==> config.mk <==
export PLATFORM = sky130hd
export DESIGN_NAME = dim_mapper
export DESIGN_NICKNAME = d
export VERILOG_FILES = /design/src/dim_pkg.sv /design/src/dim_mapper.sv
export SDC_FILE = /design/constraint.sdc
export NUM_CORES = 1
export LEC_CHECK = 0
export BUFFER_PORTS_ARGS = -buffer_cell sky130_fd_sc_hd__buf_2
export CORE_UTILIZATION = 60
export DETAILED_ROUTE_END_ITERATION = 6
export GPL_ROUTABILITY_DRIVEN = 0
export HOLD_SLACK_MARGIN = 0.08
export PLACE_DENSITY = 0.84
export REMOVE_ABC_BUFFERS = 1
export SETUP_SLACK_MARGIN = 0.3
export SYNTH_ARGS = -nofsm -noshare
export SYNTH_HDL_FRONTEND = slang
export SYNTH_SLANG_ARGS = --single-unit
==> constraint.sdc <==
create_clock -name hclk -period 5.2 [get_ports hclk]
set_clock_uncertainty 0.2 [all_clocks]
set_input_delay 1.04 -clock hclk [delete_from_list [all_inputs] [get_ports hclk]]
set_output_delay 1.04 -clock hclk [all_outputs]
set_load 0.005 [all_outputs]
==> src/dim_pkg.sv <==
// Constants and types of the digital input function mapper.
// Behaviour
// - Selectors take 0..16 but not 13, reset 0, change when stopped.
// - Code 0 drives nothing, status only.
// - Code 1 closed starts, open stops, by level.
// - Codes 2/3 edge start/stop, need pairing.
// - Code 4 closed enables, open disables, no ramp.
// - Code 5 open local, closed remote.
// - Code 6 jog while any closed.
// - Code 7 selects forward or reverse contactor.
// - Code 8 open raises external fault.
// - Code 9 open raises external alarm only.
// - Code 10 open disables braking at once.
// - Code 11 closing edge resets fault once.
// - Code 12 edges load user sets, not enabled.
// - Code 14 emergency start, third input only.
// - Emergency start ignores protections and source.
// - Code 15 thermistor alarm, sixth input only.
// - Code 16 thermistor fault, sixth input only.
package dim_pkg;

	// Input count and selector width.
	localparam int NUM_IN = 4;
	localparam int CODE_W = 5;
	localparam logic [CODE_W-1:0] CODE_RST = 5'h00;

	// Function codes.
	localparam logic [CODE_W-1:0] FN_UNUSED = 5'h00;
	localparam logic [CODE_W-1:0] FN_RUN = 5'h01;
	localparam logic [CODE_W-1:0] FN_START3 = 5'h02;
	localparam logic [CODE_W-1:0] FN_STOP3 = 5'h03;
	localparam logic [CODE_W-1:0] FN_GEN_EN = 5'h04;
	localparam logic [CODE_W-1:0] FN_COMMAND_SOURCE_SELECT = 5'h05;
	localparam logic [CODE_W-1:0] FN_JOG = 5'h06;
	localparam logic [CODE_W-1:0] FN_DIR = 5'h07;
	localparam logic [CODE_W-1:0] FN_EXT_FLT = 5'h08;
	localparam logic [CODE_W-1:0] FN_EXT_ALM = 5'h09;
	localparam logic [CODE_W-1:0] FN_BRAKE = 5'h0A;
	localparam logic [CODE_W-1:0] FN_RESET = 5'h0B;
	localparam logic [CODE_W-1:0] FN_LOAD = 5'h0C;
	localparam logic [CODE_W-1:0] FN_RSVD = 5'h0D;
	localparam logic [CODE_W-1:0] FN_EMERG = 5'h0E;
	localparam logic [CODE_W-1:0] FN_TH_ALM = 5'h0F;
	localparam logic [CODE_W-1:0] FN_TH_FLT = 5'h10;

	// Inputs that own the special codes (index 0 is the third input).
	localparam int EMERG_IN = 0;
	localparam int THERM_IN = 3;

	// Register byte offsets.
	localparam logic [7:0] OFS_SEL0 = 8'h00;
	localparam logic [7:0] OFS_LEVEL = 8'h10;
	localparam logic [7:0] OFS_IRQ_ST = 8'h14;
	localparam logic [7:0] OFS_IRQ_MSK = 8'h18;
	localparam logic [7:0] OFS_CMD = 8'h1C;
	localparam logic [7:0] SEL_STEP = 8'h04;

	// Interrupt status bit positions.
	localparam int IRQ_W = 8;
	localparam int IB_START = 0;
	localparam int IB_STOP = 1;
	localparam int IB_RESET = 2;
	localparam int IB_LOAD1 = 3;
	localparam int IB_LOAD2 = 4;
	localparam int IB_LOAD_REF = 5;
	localparam int IB_THERM = 6;
	localparam int IB_EXT_FLT = 7;

	// Debounce time and its cycle count at the bus clock.
	localparam int CLK_MHZ = 125;
	localparam int DEB_TIME_US = 1000;
	localparam int DEB_DEF_CYC = DEB_TIME_US * CLK_MHZ;
	localparam int CNT_W = 17;

	// Decoded commands handed to the motor control core.
	typedef struct packed {
		logic run_used;
		logic run_req;
		logic start_pulse;
		logic stop_pulse;
		logic en_used;
		logic gen_enable;
		logic remote;
		logic jog;
		logic forward_contactor;
		logic reverse_contactor;
		logic ext_fault;
		logic ext_alarm;
		logic brake_permit;
		logic fault_reset;
		logic load_user1;
		logic load_user2;
		logic emerg_used;
		logic emerg_run;
		logic therm_alarm;
		logic therm_fault;
	} dim_cmd_type;

endpackage

==> src/dim_mapper.sv <==
// Digital input function mapper with its AHB-Lite register slave.
//
// The implementer's own choices: the AHB-Lite interface to the registers and the register addresses.
`timescale 1ns/1ns
module dim_mapper
	import dim_pkg::*;
#(
	parameter int unsigned DEB_CYCLES = DEB_DEF_CYC
) (
	// Clock and reset.
	input wire logic hclk,
	input wire logic hresetn,
	// AHB-Lite slave port.
	input wire logic hsel,
	input wire logic [31:0] haddr,
	input wire logic [1:0] htrans,
	input wire logic hwrite,
	input wire logic [2:0] hsize,
	input wire logic [31:0] hwdata,
	input wire logic hready,
	output logic hreadyout,
	output logic hresp,
	output logic [31:0] hrdata,
	// Field contacts, asynchronous to hclk.
	input wire logic control_input_three,
	input wire logic control_input_four,
	input wire logic control_input_five,
	input wire logic control_input_six,
	// Motor state from the control core.
	input wire logic motor_stopped,
	input wire logic motor_enabled,
	// Decoded commands and interrupt.
	output dim_cmd_type cmd,
	output logic irq
);

	// Debounce end count, at least one cycle.
	localparam logic [CNT_W-1:0] DEB_LAST =
		CNT_W'((DEB_CYCLES > 1) ? DEB_CYCLES - 1 : 1);

	// Raw pins gathered, index 0 is the third input.
	wire [NUM_IN-1:0] pin_raw = {control_input_six,
		control_input_five, control_input_four,
		control_input_three};

	logic [CODE_W-1:0] sel_r [NUM_IN]; // Function selectors.
	// Selectors packed side by side, so decode sees every change.
	wire [NUM_IN*CODE_W-1:0] sel_flat;
	logic [NUM_IN-1:0] sync1_r; // First synchroniser stage.
	logic [NUM_IN-1:0] sync2_r; // Second synchroniser stage.
	logic [NUM_IN-1:0] lvl_r; // Debounced levels.
	logic [NUM_IN-1:0] lvl_q_r; // Levels one cycle ago.
	logic [CNT_W-1:0] cnt_r [NUM_IN]; // Debounce counters.
	logic [IRQ_W-1:0] irq_st_r; // Sticky event bits.
	logic [IRQ_W-1:0] irq_msk_r; // Interrupt mask.
	logic wr_pend_r; // Write data phase pending.
	logic [7:0] wr_addr_r; // Address of that write.
	logic [31:0] hrdata_r; // Read data register.
	dim_cmd_type cmd_r; // Registered commands.
	dim_cmd_type cmd_nxt; // Next commands.

	// Mask of inputs whose selector holds a code. The selectors come
	// in as an argument: a continuous assignment only wakes up on its
	// operands, so a function reading module state would go stale.
	function automatic logic [NUM_IN-1:0] sel_is(
		input logic [NUM_IN*CODE_W-1:0] s,
		input logic [CODE_W-1:0] code);
		logic [NUM_IN-1:0] m;
		m = '0;
		for (int i = 0; i < NUM_IN; i++) begin
			m[i] = (s[i*CODE_W +: CODE_W] == code);
		end
		return m;
	endfunction

	// Whether an input may hold a code; reserved and foreign
	// special codes are refused so no input can misbehave.
	function automatic logic code_ok(input int idx,
		input logic [CODE_W-1:0] code);
		logic ok;
		ok = (code <= FN_TH_FLT) && (code != FN_RSVD);
		if (code == FN_EMERG) begin
			ok = (idx == EMERG_IN);
		end
		if (code == FN_TH_ALM || code == FN_TH_FLT) begin
			ok = (idx == THERM_IN);
		end
		return ok;
	endfunction

	// Bus decode: zero wait states, always OKAY.
	wire addr_ok = hsel & htrans[1] & hready;
	wire rd_acc = addr_ok & ~hwrite;
	wire wr_acc = addr_ok & hwrite;
	wire [7:0] a_lo = haddr[7:0];
	wire rd_irq = rd_acc & (a_lo == OFS_IRQ_ST);
	assign hreadyout = 1'b1;
	assign hresp = 1'b0;
	assign hrdata = hrdata_r;

	// Synchroniser, debounce and selector storage per input.
	genvar g;
	generate
		for (g = 0; g < NUM_IN; g++) begin : g_in
			wire sel_hit = wr_pend_r &&
				(wr_addr_r == OFS_SEL0 + SEL_STEP * 8'(g));
			wire [CODE_W-1:0] wcode = hwdata[CODE_W-1:0];
			wire take = sel_hit && motor_stopped &&
				(hwdata[31:CODE_W] == '0) && code_ok(g, wcode);

			// Pack this selector into the shared decode word.
			assign sel_flat[g*CODE_W +: CODE_W] = sel_r[g];

			// Selector changes only with the motor stopped.
			always_ff @(posedge hclk or negedge hresetn) begin
				if (!hresetn) begin
					sel_r[g] <= CODE_RST;
				end else if (take) begin
					sel_r[g] <= wcode;
				end
			end

			// Two flops, then a level must hold DEB_CYCLES.
			always_ff @(posedge hclk or negedge hresetn) begin
				if (!hresetn) begin
					sync1_r[g] <= 1'b0;
					sync2_r[g] <= 1'b0;
					lvl_r[g] <= 1'b0;
					cnt_r[g] <= '0;
				end else begin
					sync1_r[g] <= pin_raw[g];
					sync2_r[g] <= sync1_r[g];
					if (sync2_r[g] == lvl_r[g]) begin
						cnt_r[g] <= '0;
					end else if (cnt_r[g] == DEB_LAST) begin
						lvl_r[g] <= sync2_r[g];
						cnt_r[g] <= '0;
					end else begin
						cnt_r[g] <= cnt_r[g] + 1'b1;
					end
				end
			end
		end
	endgenerate

	// Edge detection on the debounced levels only.
	wire [NUM_IN-1:0] rise = lvl_r & ~lvl_q_r;
	wire [NUM_IN-1:0] fall = ~lvl_r & lvl_q_r;

	// Per-function input masks; code 0 appears in none.
	wire [NUM_IN-1:0] m_run = sel_is(sel_flat, FN_RUN);
	wire [NUM_IN-1:0] m_st3 = sel_is(sel_flat, FN_START3);
	wire [NUM_IN-1:0] m_sp3 = sel_is(sel_flat, FN_STOP3);
	wire [NUM_IN-1:0] m_en = sel_is(sel_flat, FN_GEN_EN);
	wire [NUM_IN-1:0] m_lr = sel_is(sel_flat, FN_COMMAND_SOURCE_SELECT);
	wire [NUM_IN-1:0] m_jog = sel_is(sel_flat, FN_JOG);
	wire [NUM_IN-1:0] m_dir = sel_is(sel_flat, FN_DIR);
	wire [NUM_IN-1:0] m_ef = sel_is(sel_flat, FN_EXT_FLT);
	wire [NUM_IN-1:0] m_ea = sel_is(sel_flat, FN_EXT_ALM);
	wire [NUM_IN-1:0] m_br = sel_is(sel_flat, FN_BRAKE);
	wire [NUM_IN-1:0] m_rst = sel_is(sel_flat, FN_RESET);
	wire [NUM_IN-1:0] m_ld = sel_is(sel_flat, FN_LOAD);
	wire [NUM_IN-1:0] m_em = sel_is(sel_flat, FN_EMERG);
	wire [NUM_IN-1:0] m_ta = sel_is(sel_flat, FN_TH_ALM);
	wire [NUM_IN-1:0] m_tf = sel_is(sel_flat, FN_TH_FLT);

	// Three-wire edges count only while both halves exist.
	wire pair3 = (|m_st3) & (|m_sp3);
	wire ld1_req = |(m_ld & rise);
	wire ld2_req = |(m_ld & fall);

	// Command decode from levels and edges.
	always_comb begin
		cmd_nxt = '0;
		cmd_nxt.run_used = |m_run;
		cmd_nxt.run_req = |(m_run & lvl_r);
		cmd_nxt.start_pulse = pair3 & |(m_st3 & rise);
		cmd_nxt.stop_pulse = pair3 & |(m_sp3 & fall);
		cmd_nxt.en_used = |m_en;
		// Any open enable input disables; the core stops hard.
		cmd_nxt.gen_enable = &(~m_en | lvl_r);
		cmd_nxt.remote = |(m_lr & lvl_r);
		cmd_nxt.jog = |(m_jog & lvl_r);
		// Forward is the rest state when no input is assigned.
		cmd_nxt.forward_contactor = ~|(m_dir & lvl_r);
		cmd_nxt.reverse_contactor = |(m_dir & lvl_r);
		cmd_nxt.ext_fault = |(m_ef & ~lvl_r);
		cmd_nxt.ext_alarm = |(m_ea & ~lvl_r);
		cmd_nxt.brake_permit = &(~m_br | lvl_r);
		cmd_nxt.fault_reset = |(m_rst & rise);
		cmd_nxt.load_user1 = ld1_req & ~motor_enabled;
		cmd_nxt.load_user2 = ld2_req & ~motor_enabled;
		// Not gated by source or protection state on purpose.
		cmd_nxt.emerg_used = m_em[EMERG_IN];
		cmd_nxt.emerg_run = m_em[EMERG_IN] & lvl_r[EMERG_IN];
		// An open thermistor loop is the tripped state.
		cmd_nxt.therm_alarm =
			m_ta[THERM_IN] & ~lvl_r[THERM_IN];
		cmd_nxt.therm_fault =
			m_tf[THERM_IN] & ~lvl_r[THERM_IN];
	end

	// Events that set sticky interrupt bits.
	wire th_now = cmd_nxt.therm_alarm | cmd_nxt.therm_fault;
	wire th_was = cmd_r.therm_alarm | cmd_r.therm_fault;
	wire [IRQ_W-1:0] ev;
	assign ev[IB_START] = cmd_nxt.start_pulse;
	assign ev[IB_STOP] = cmd_nxt.stop_pulse;
	assign ev[IB_RESET] = cmd_nxt.fault_reset;
	assign ev[IB_LOAD1] = cmd_nxt.load_user1;
	assign ev[IB_LOAD2] = cmd_nxt.load_user2;
	assign ev[IB_LOAD_REF] = (ld1_req | ld2_req) & motor_enabled;
	assign ev[IB_THERM] = th_now & ~th_was;
	assign ev[IB_EXT_FLT] = cmd_nxt.ext_fault & ~cmd_r.ext_fault;

	// A read clears the status, but an event in that cycle wins.
	wire [IRQ_W-1:0] irq_nxt =
		(irq_st_r & ~{IRQ_W{rd_irq}}) | ev;

	// Read mux sampled in the address phase.
	wire [31:0] rd_mux =
		(a_lo == OFS_SEL0) ? 32'(sel_r[0]) :
		(a_lo == OFS_SEL0 + SEL_STEP) ? 32'(sel_r[1]) :
		(a_lo == OFS_SEL0 + 2 * SEL_STEP) ? 32'(sel_r[2]) :
		(a_lo == OFS_SEL0 + 3 * SEL_STEP) ? 32'(sel_r[3]) :
		(a_lo == OFS_LEVEL) ? 32'(lvl_r) :
		(a_lo == OFS_IRQ_ST) ? 32'(irq_st_r) :
		(a_lo == OFS_IRQ_MSK) ? 32'(irq_msk_r) :
		(a_lo == OFS_CMD) ? 32'(cmd_r) : 32'h00000000;

	// Bus phase tracking and read data capture.
	always_ff @(posedge hclk or negedge hresetn) begin
		if (!hresetn) begin
			wr_pend_r <= 1'b0;
			wr_addr_r <= 8'h00;
			hrdata_r <= 32'h00000000;
		end else begin
			wr_pend_r <= wr_acc;
			if (wr_acc) begin
				wr_addr_r <= a_lo;
			end
			if (rd_acc) begin
				hrdata_r <= rd_mux;
			end
		end
	end

	// Command, edge history, interrupt state.
	always_ff @(posedge hclk or negedge hresetn) begin
		if (!hresetn) begin
			cmd_r <= '0;
			lvl_q_r <= '0;
			irq_st_r <= '0;
			irq_msk_r <= '0;
		end else begin
			cmd_r <= cmd_nxt;
			lvl_q_r <= lvl_r;
			irq_st_r <= irq_nxt;
			if (wr_pend_r && wr_addr_r == OFS_IRQ_MSK) begin
				irq_msk_r <= hwdata[IRQ_W-1:0];
			end
		end
	end

	assign cmd = cmd_r;
	assign irq = |(irq_st_r & irq_msk_r);

	// Selector write refused while the motor runs.
	a_sel_frozen: assert property (@(posedge hclk)
		disable iff (!hresetn)
		!motor_stopped |=> $stable(sel_r[0]) && $stable(sel_r[3]))
		else $error("selector changed with motor running");

	// Code 0 on every input leaves all commands idle.
	a_unused_idle: assert property (@(posedge hclk)
		disable iff (!hresetn)
		(sel_is(sel_flat, FN_UNUSED) == '1) |=> !cmd.run_req && !cmd.jog
		&& !cmd.remote && !cmd.ext_fault && cmd.gen_enable)
		else $error("unused input drove a command");

	// Start follows a closed start/stop input by one cycle.
	a_run_level: assert property (@(posedge hclk)
		disable iff (!hresetn)
		|(m_run & lvl_r) |=> cmd.run_req)
		else $error("start/stop level not followed");

	// Three-wire pulses need both halves and last one cycle.
	a_three_wire: assert property (@(posedge hclk)
		disable iff (!hresetn)
		(cmd.start_pulse || cmd.stop_pulse) |->
		$past(pair3) ##1 !cmd.start_pulse && !cmd.stop_pulse)
		else $error("unpaired or long three-wire pulse");

	// An open enable input disables on the next cycle.
	a_gen_disable: assert property (@(posedge hclk)
		disable iff (!hresetn)
		|(m_en & ~lvl_r) |=> !cmd.gen_enable)
		else $error("general disable missed");

	// Jog follows any closed jog input.
	a_jog_any: assert property (@(posedge hclk)
		disable iff (!hresetn)
		|(m_jog & lvl_r) |=> cmd.jog)
		else $error("jog not enabled");

	// Exactly one contactor is closed once the first decode has landed;
	// in the edge right after release both still show their reset zero.
	a_dir_excl: assert property (@(posedge hclk)
		disable iff (!hresetn)
		$past(hresetn) |->
		cmd.forward_contactor != cmd.reverse_contactor)
		else $error("contactors not exclusive");

	// Fault reset never repeats for a held contact.
	a_reset_once: assert property (@(posedge hclk)
		disable iff (!hresetn)
		cmd.fault_reset |=> !cmd.fault_reset)
		else $error("fault reset repeated");

	// No user load while the motor is enabled.
	a_load_block: assert property (@(posedge hclk)
		disable iff (!hresetn)
		(cmd.load_user1 || cmd.load_user2) |->
		!$past(motor_enabled))
		else $error("user set loaded with motor enabled");

	// Special codes stay on their own inputs.
	a_code_home: assert property (@(posedge hclk)
		disable iff (!hresetn)
		sel_r[1] < FN_RSVD && sel_r[2] < FN_RSVD
		&& sel_r[0] <= FN_EMERG && sel_r[3] != FN_EMERG)
		else $error("special code on wrong input");

	// Debounced level moves only after a full count.
	a_deb_hold: assert property (@(posedge hclk)
		disable iff (!hresetn)
		$changed(lvl_r[0]) |-> $past(cnt_r[0]) == DEB_LAST)
		else $error("level changed before debounce");

	// A closed local/remote input selects the remote source.
	a_remote_sel: assert property (@(posedge hclk)
		disable iff (!hresetn)
		|(m_lr & lvl_r) |=> cmd.remote)
		else $error("remote source not selected");

	// An open external fault input raises the fault next cycle.
	a_ext_fault: assert property (@(posedge hclk)
		disable iff (!hresetn)
		|(m_ef & ~lvl_r) |=> cmd.ext_fault)
		else $error("external fault missed");

	// An open external alarm input raises the alarm next cycle.
	a_ext_alarm: assert property (@(posedge hclk)
		disable iff (!hresetn)
		|(m_ea & ~lvl_r) |=> cmd.ext_alarm)
		else $error("external alarm missed");

	// Any open brake input withdraws the braking permit.
	a_brake_off: assert property (@(posedge hclk)
		disable iff (!hresetn)
		|(m_br & ~lvl_r) |=> !cmd.brake_permit)
		else $error("braking not disabled");

	// A closed emergency input always runs, whatever else is active.
	a_emerg_run: assert property (@(posedge hclk)
		disable iff (!hresetn)
		(sel_r[EMERG_IN] == FN_EMERG) && lvl_r[EMERG_IN]
		|=> cmd.emerg_run)
		else $error("emergency start ignored");

	// An open thermistor loop in alarm mode warns without a fault.
	a_therm_alarm: assert property (@(posedge hclk)
		disable iff (!hresetn)
		(sel_r[THERM_IN] == FN_TH_ALM) && !lvl_r[THERM_IN]
		|=> cmd.therm_alarm && !cmd.therm_fault)
		else $error("thermistor alarm wrong");

	// An open thermistor loop in fault mode raises the fault only.
	a_therm_fault: assert property (@(posedge hclk)
		disable iff (!hresetn)
		(sel_r[THERM_IN] == FN_TH_FLT) && !lvl_r[THERM_IN]
		|=> cmd.therm_fault && !cmd.therm_alarm)
		else $error("thermistor fault wrong");

	// A start event is kept even when a status read clears alongside.
	a_irq_set_wins: assert property (@(posedge hclk)
		disable iff (!hresetn)
		ev[IB_START] |=> irq_st_r[IB_START])
		else $error("start event lost from status");

endmodule // dim_mapper

==> impl_metrics.ini <==
[floorplan]
dieArea_sq_um = 14200
die_h_um = 119
num_rows = 42
pin_count = 135
start_util = 0.619
dieWidth_um = 119
core-area_sq_um = 13300

[power_and_ir_drop]
p_total_uw = 2730
pwr-share-seq = 0.502
power_density_nw_per_um2 = 291
peakVddDrop_mv = 0.221
clkPwrFrac = 0.449
comb_power_share = 0.049
switching_share = 0.239
p_leak_uw = 0.00439
switchingPower_uw = 652
internal_power_uw = 2070

[drt]
vias = 6445
post-route-drc-count = 0
viasPerCell = 6.01
drt_iter0_markers = 744
firstDrtPassIters = 6
wl_per_cell_um = 17.4
routed_wl_mm = 18.6
ant_nets = 0

[synthesis]
synth_cell_types = 60
synth_area_sq_um = 8260
yosys_warnings = 0
syn_area_per_cell_sq_um = 10.3
ys_seq_area_frac = 0.512
synth-seq-cells = 169
synth_edf_count = 0
async_reset_ff_frac = 1.00
synth_ff_type = dfrtp_1
syn_inst = 805

[setup_path]
critPathKind = in -> reg
cpPeakStageDelay_ps = 620
cp_slowest_cell = nor4_2
rr_worst_depth = 5
required_ps = 5320
path_depth = 6
cp-start-kind = input port
crit_arrival_ps = 3020
cpLargestDelayFamily = simple AND/OR/NAND/NOR gates
crit_path_end_kind = register
path_cells = buf_2 > nor4_1 > nand4b_1 > or4_4 > nor4_2 > mux2_2
crit_buf_inv = 1
path_max_fanout = 5

[sta]
finalSetupViolCount = 0
hold_ws_ps = 148
slew_headroom = 0.488
slew_violations = 0
period_minus_slack_ps = 2900
post-route-period-util = 0.558
maxClockFrequency_mhz = 345
finalHoldViolations = 0
finalSetupTns_ps = 0
grt_setup_unrepaired = no
worst_slew_pin_slew_ps = 768

[layout]
diodes = 0
fill_cells = 946
finish.net_count = 967
finalInstanceArea_sq_um = 9350
instances_no_fill = 1072
drive_gt1_frac = 0.201
area_delta_synth_final_pct = 13.2

[clock_network]
cts-root-buf = clkbuf_16
cts_buffers = 17
cts_setup_buffers = 0
cts.sinks = 169
cts_htree_levels = 4
clk_pin_slew_ps = 70
cts_resized = 0
clock_latency_ps = 430
cts_buffer_depth = 2
ctsHoldBuffers = 0
cts_tree = done

[global_routing]
grt.total_usage = 0.278
grt_max_degree = 87
grt_pass1_vias = 6152
overflow = 0
grt_antenna_before_repair = 0
grt_first_pass_wirelength_mm = 30.9

[run_status]
status = finished clean

[min_path]
worstHoldPathType = reg -> reg
min_delay_path_depth = 0

[placed_design]
dpl.hpwl_mm = 12.6
dpl_cell_area_sq_um = 8780
io_buffer_count = 92
dp_cells = 1040

[flow_run]
cap_violations = 0
-- layout make-up --
cell class	instances	area (sq um)	area share
Multi-Input combinational cell	585	3780	0.404
Clock inverter	14	135	0.0144
Tap cell	176	220	0.0235
Clock buffer	18	439	0.0470
Inverter	14	52.6	0.00562
Timing Repair Buffer	96	497	0.0531
Sequential cell	169	4230	0.452
-- cells in the mapped netlist, drive strengths merged (5+ instances only) --
master	instances	area [sq um]
nor2b	16	100
nand4	21	131
mux2i	8	80.1
inv	13	48.8
and3b	5	43.8
nand2	61	229
a21oi	11	55.1
clkbuf	29	109
a21o	5	37.5
or4b	5	53.8
nor4b	6	52.6
nand3b	8	60.1
xnor2	23	201
xor2	41	359
mux2	31	379
o21ai	16	80.1
or3	5	31.3
or2	7	43.8
dfrtp	169	4230
nor3	12	71.3
a22o	14	123
nand2b	11	68.8
and3	8	50.1
and4	12	105
a22oi	11	82.6
nand3	51	255
nor2	115	432
nor4	16	113
buf	20	134
-- cells in the final DEF, fill, tap and decap left out, drive strengths merged, types with 12 or more instances in the layout --
cell type,Yosys,final
xor2,41,41
mux2,31,31
nand3,51,51
dfrtp,169,169
conb,2,14
buf,20,96
and4,12,12
xnor2,23,23
nand2,61,61
a22o,14,14
nand4,21,21
inv,13,19
clkbuf,29,18
nor2b,16,16
nor3,12,12
nor4,16,16
o21ai,16,16
nor2,115,115
-- cell families (layout without fill, tap and decap cells) --
group | after synthesis | after routing | synth area share
and+or+nand+nor | 376 | 376 | 0.239
xor gates and xnor gates | 64 | 64 | 0.0679
buffers and inverters | 63 | 142 | 0.0357
adders and majority gates | 4 | 4 | 0.00606
muxes | 43 | 43 | 0.0665
DFF | 169 | 169 | 0.512
other | 2 | 14 | 0.000909
AOI/OAI and AO/OA | 84 | 84 | 0.0720
-- power groups by stage --
stage | combinational [uW] | sequential, uW | clock, uW
floorplan | 59.1 | 1390 | 0
global placement | 130 | 1390 | 0
detailed placement | 133 | 1390 | 0
CTS | 136 | 1370 | 1250
global route | 154 | 1370 | 1300
finish | 134 | 1370 | 1220
-- state kept, by name (all words and copies together) (netlist names), 4 cells and up --
name	cells
irq_msk_r	8
lvl_q_r	4
lvl_r	4
sync1_r	4
sel_flat	20
sync2_r	4
cmd	20
hrdata	20
irq_st_r	8
wr_addr_r	8
cnt_r	68
-- per-stage QoR --
step | setup WS [ps] | utilization
floorplan | 2060 | -
global placement | 1870 | 0.658
detailed placement | 1860 | 0.658
CTS | 2320 | 0.701
global route | 2150 | 0.701
finish | 2300 | 0.701
-- metal layers --
metal | GRT usage | vias up | part of all wire
met5 | 0 | - | 0
met2 | 0.440 | 276 | 0.48
met4 | 0.105 | 0 | 0.023
met1 | 0.373 | 3142 | 0.42
li1 | - | 2976 | -
met3 | 0.0670 | 51 | 0.078
-- path summary, 6_finish.rpt --
kind	start	to	slack [ps]
max in group asynchronous	hresetn	lvl_q_r[3]	3260
setup / recovery	hwdata[21]	sel_flat[8]	2300
min in group asynchronous	hresetn	cnt_r[22]	460
hold reg to reg	sync1_r[0]	sync2_r[0]	150
hold / removal	sync1_r[0]	sync2_r[0]	150
setup reg to reg	wr_addr_r[1]	sel_flat[8]	2510
Note: power is estimated with default switching activity, not from simulation.
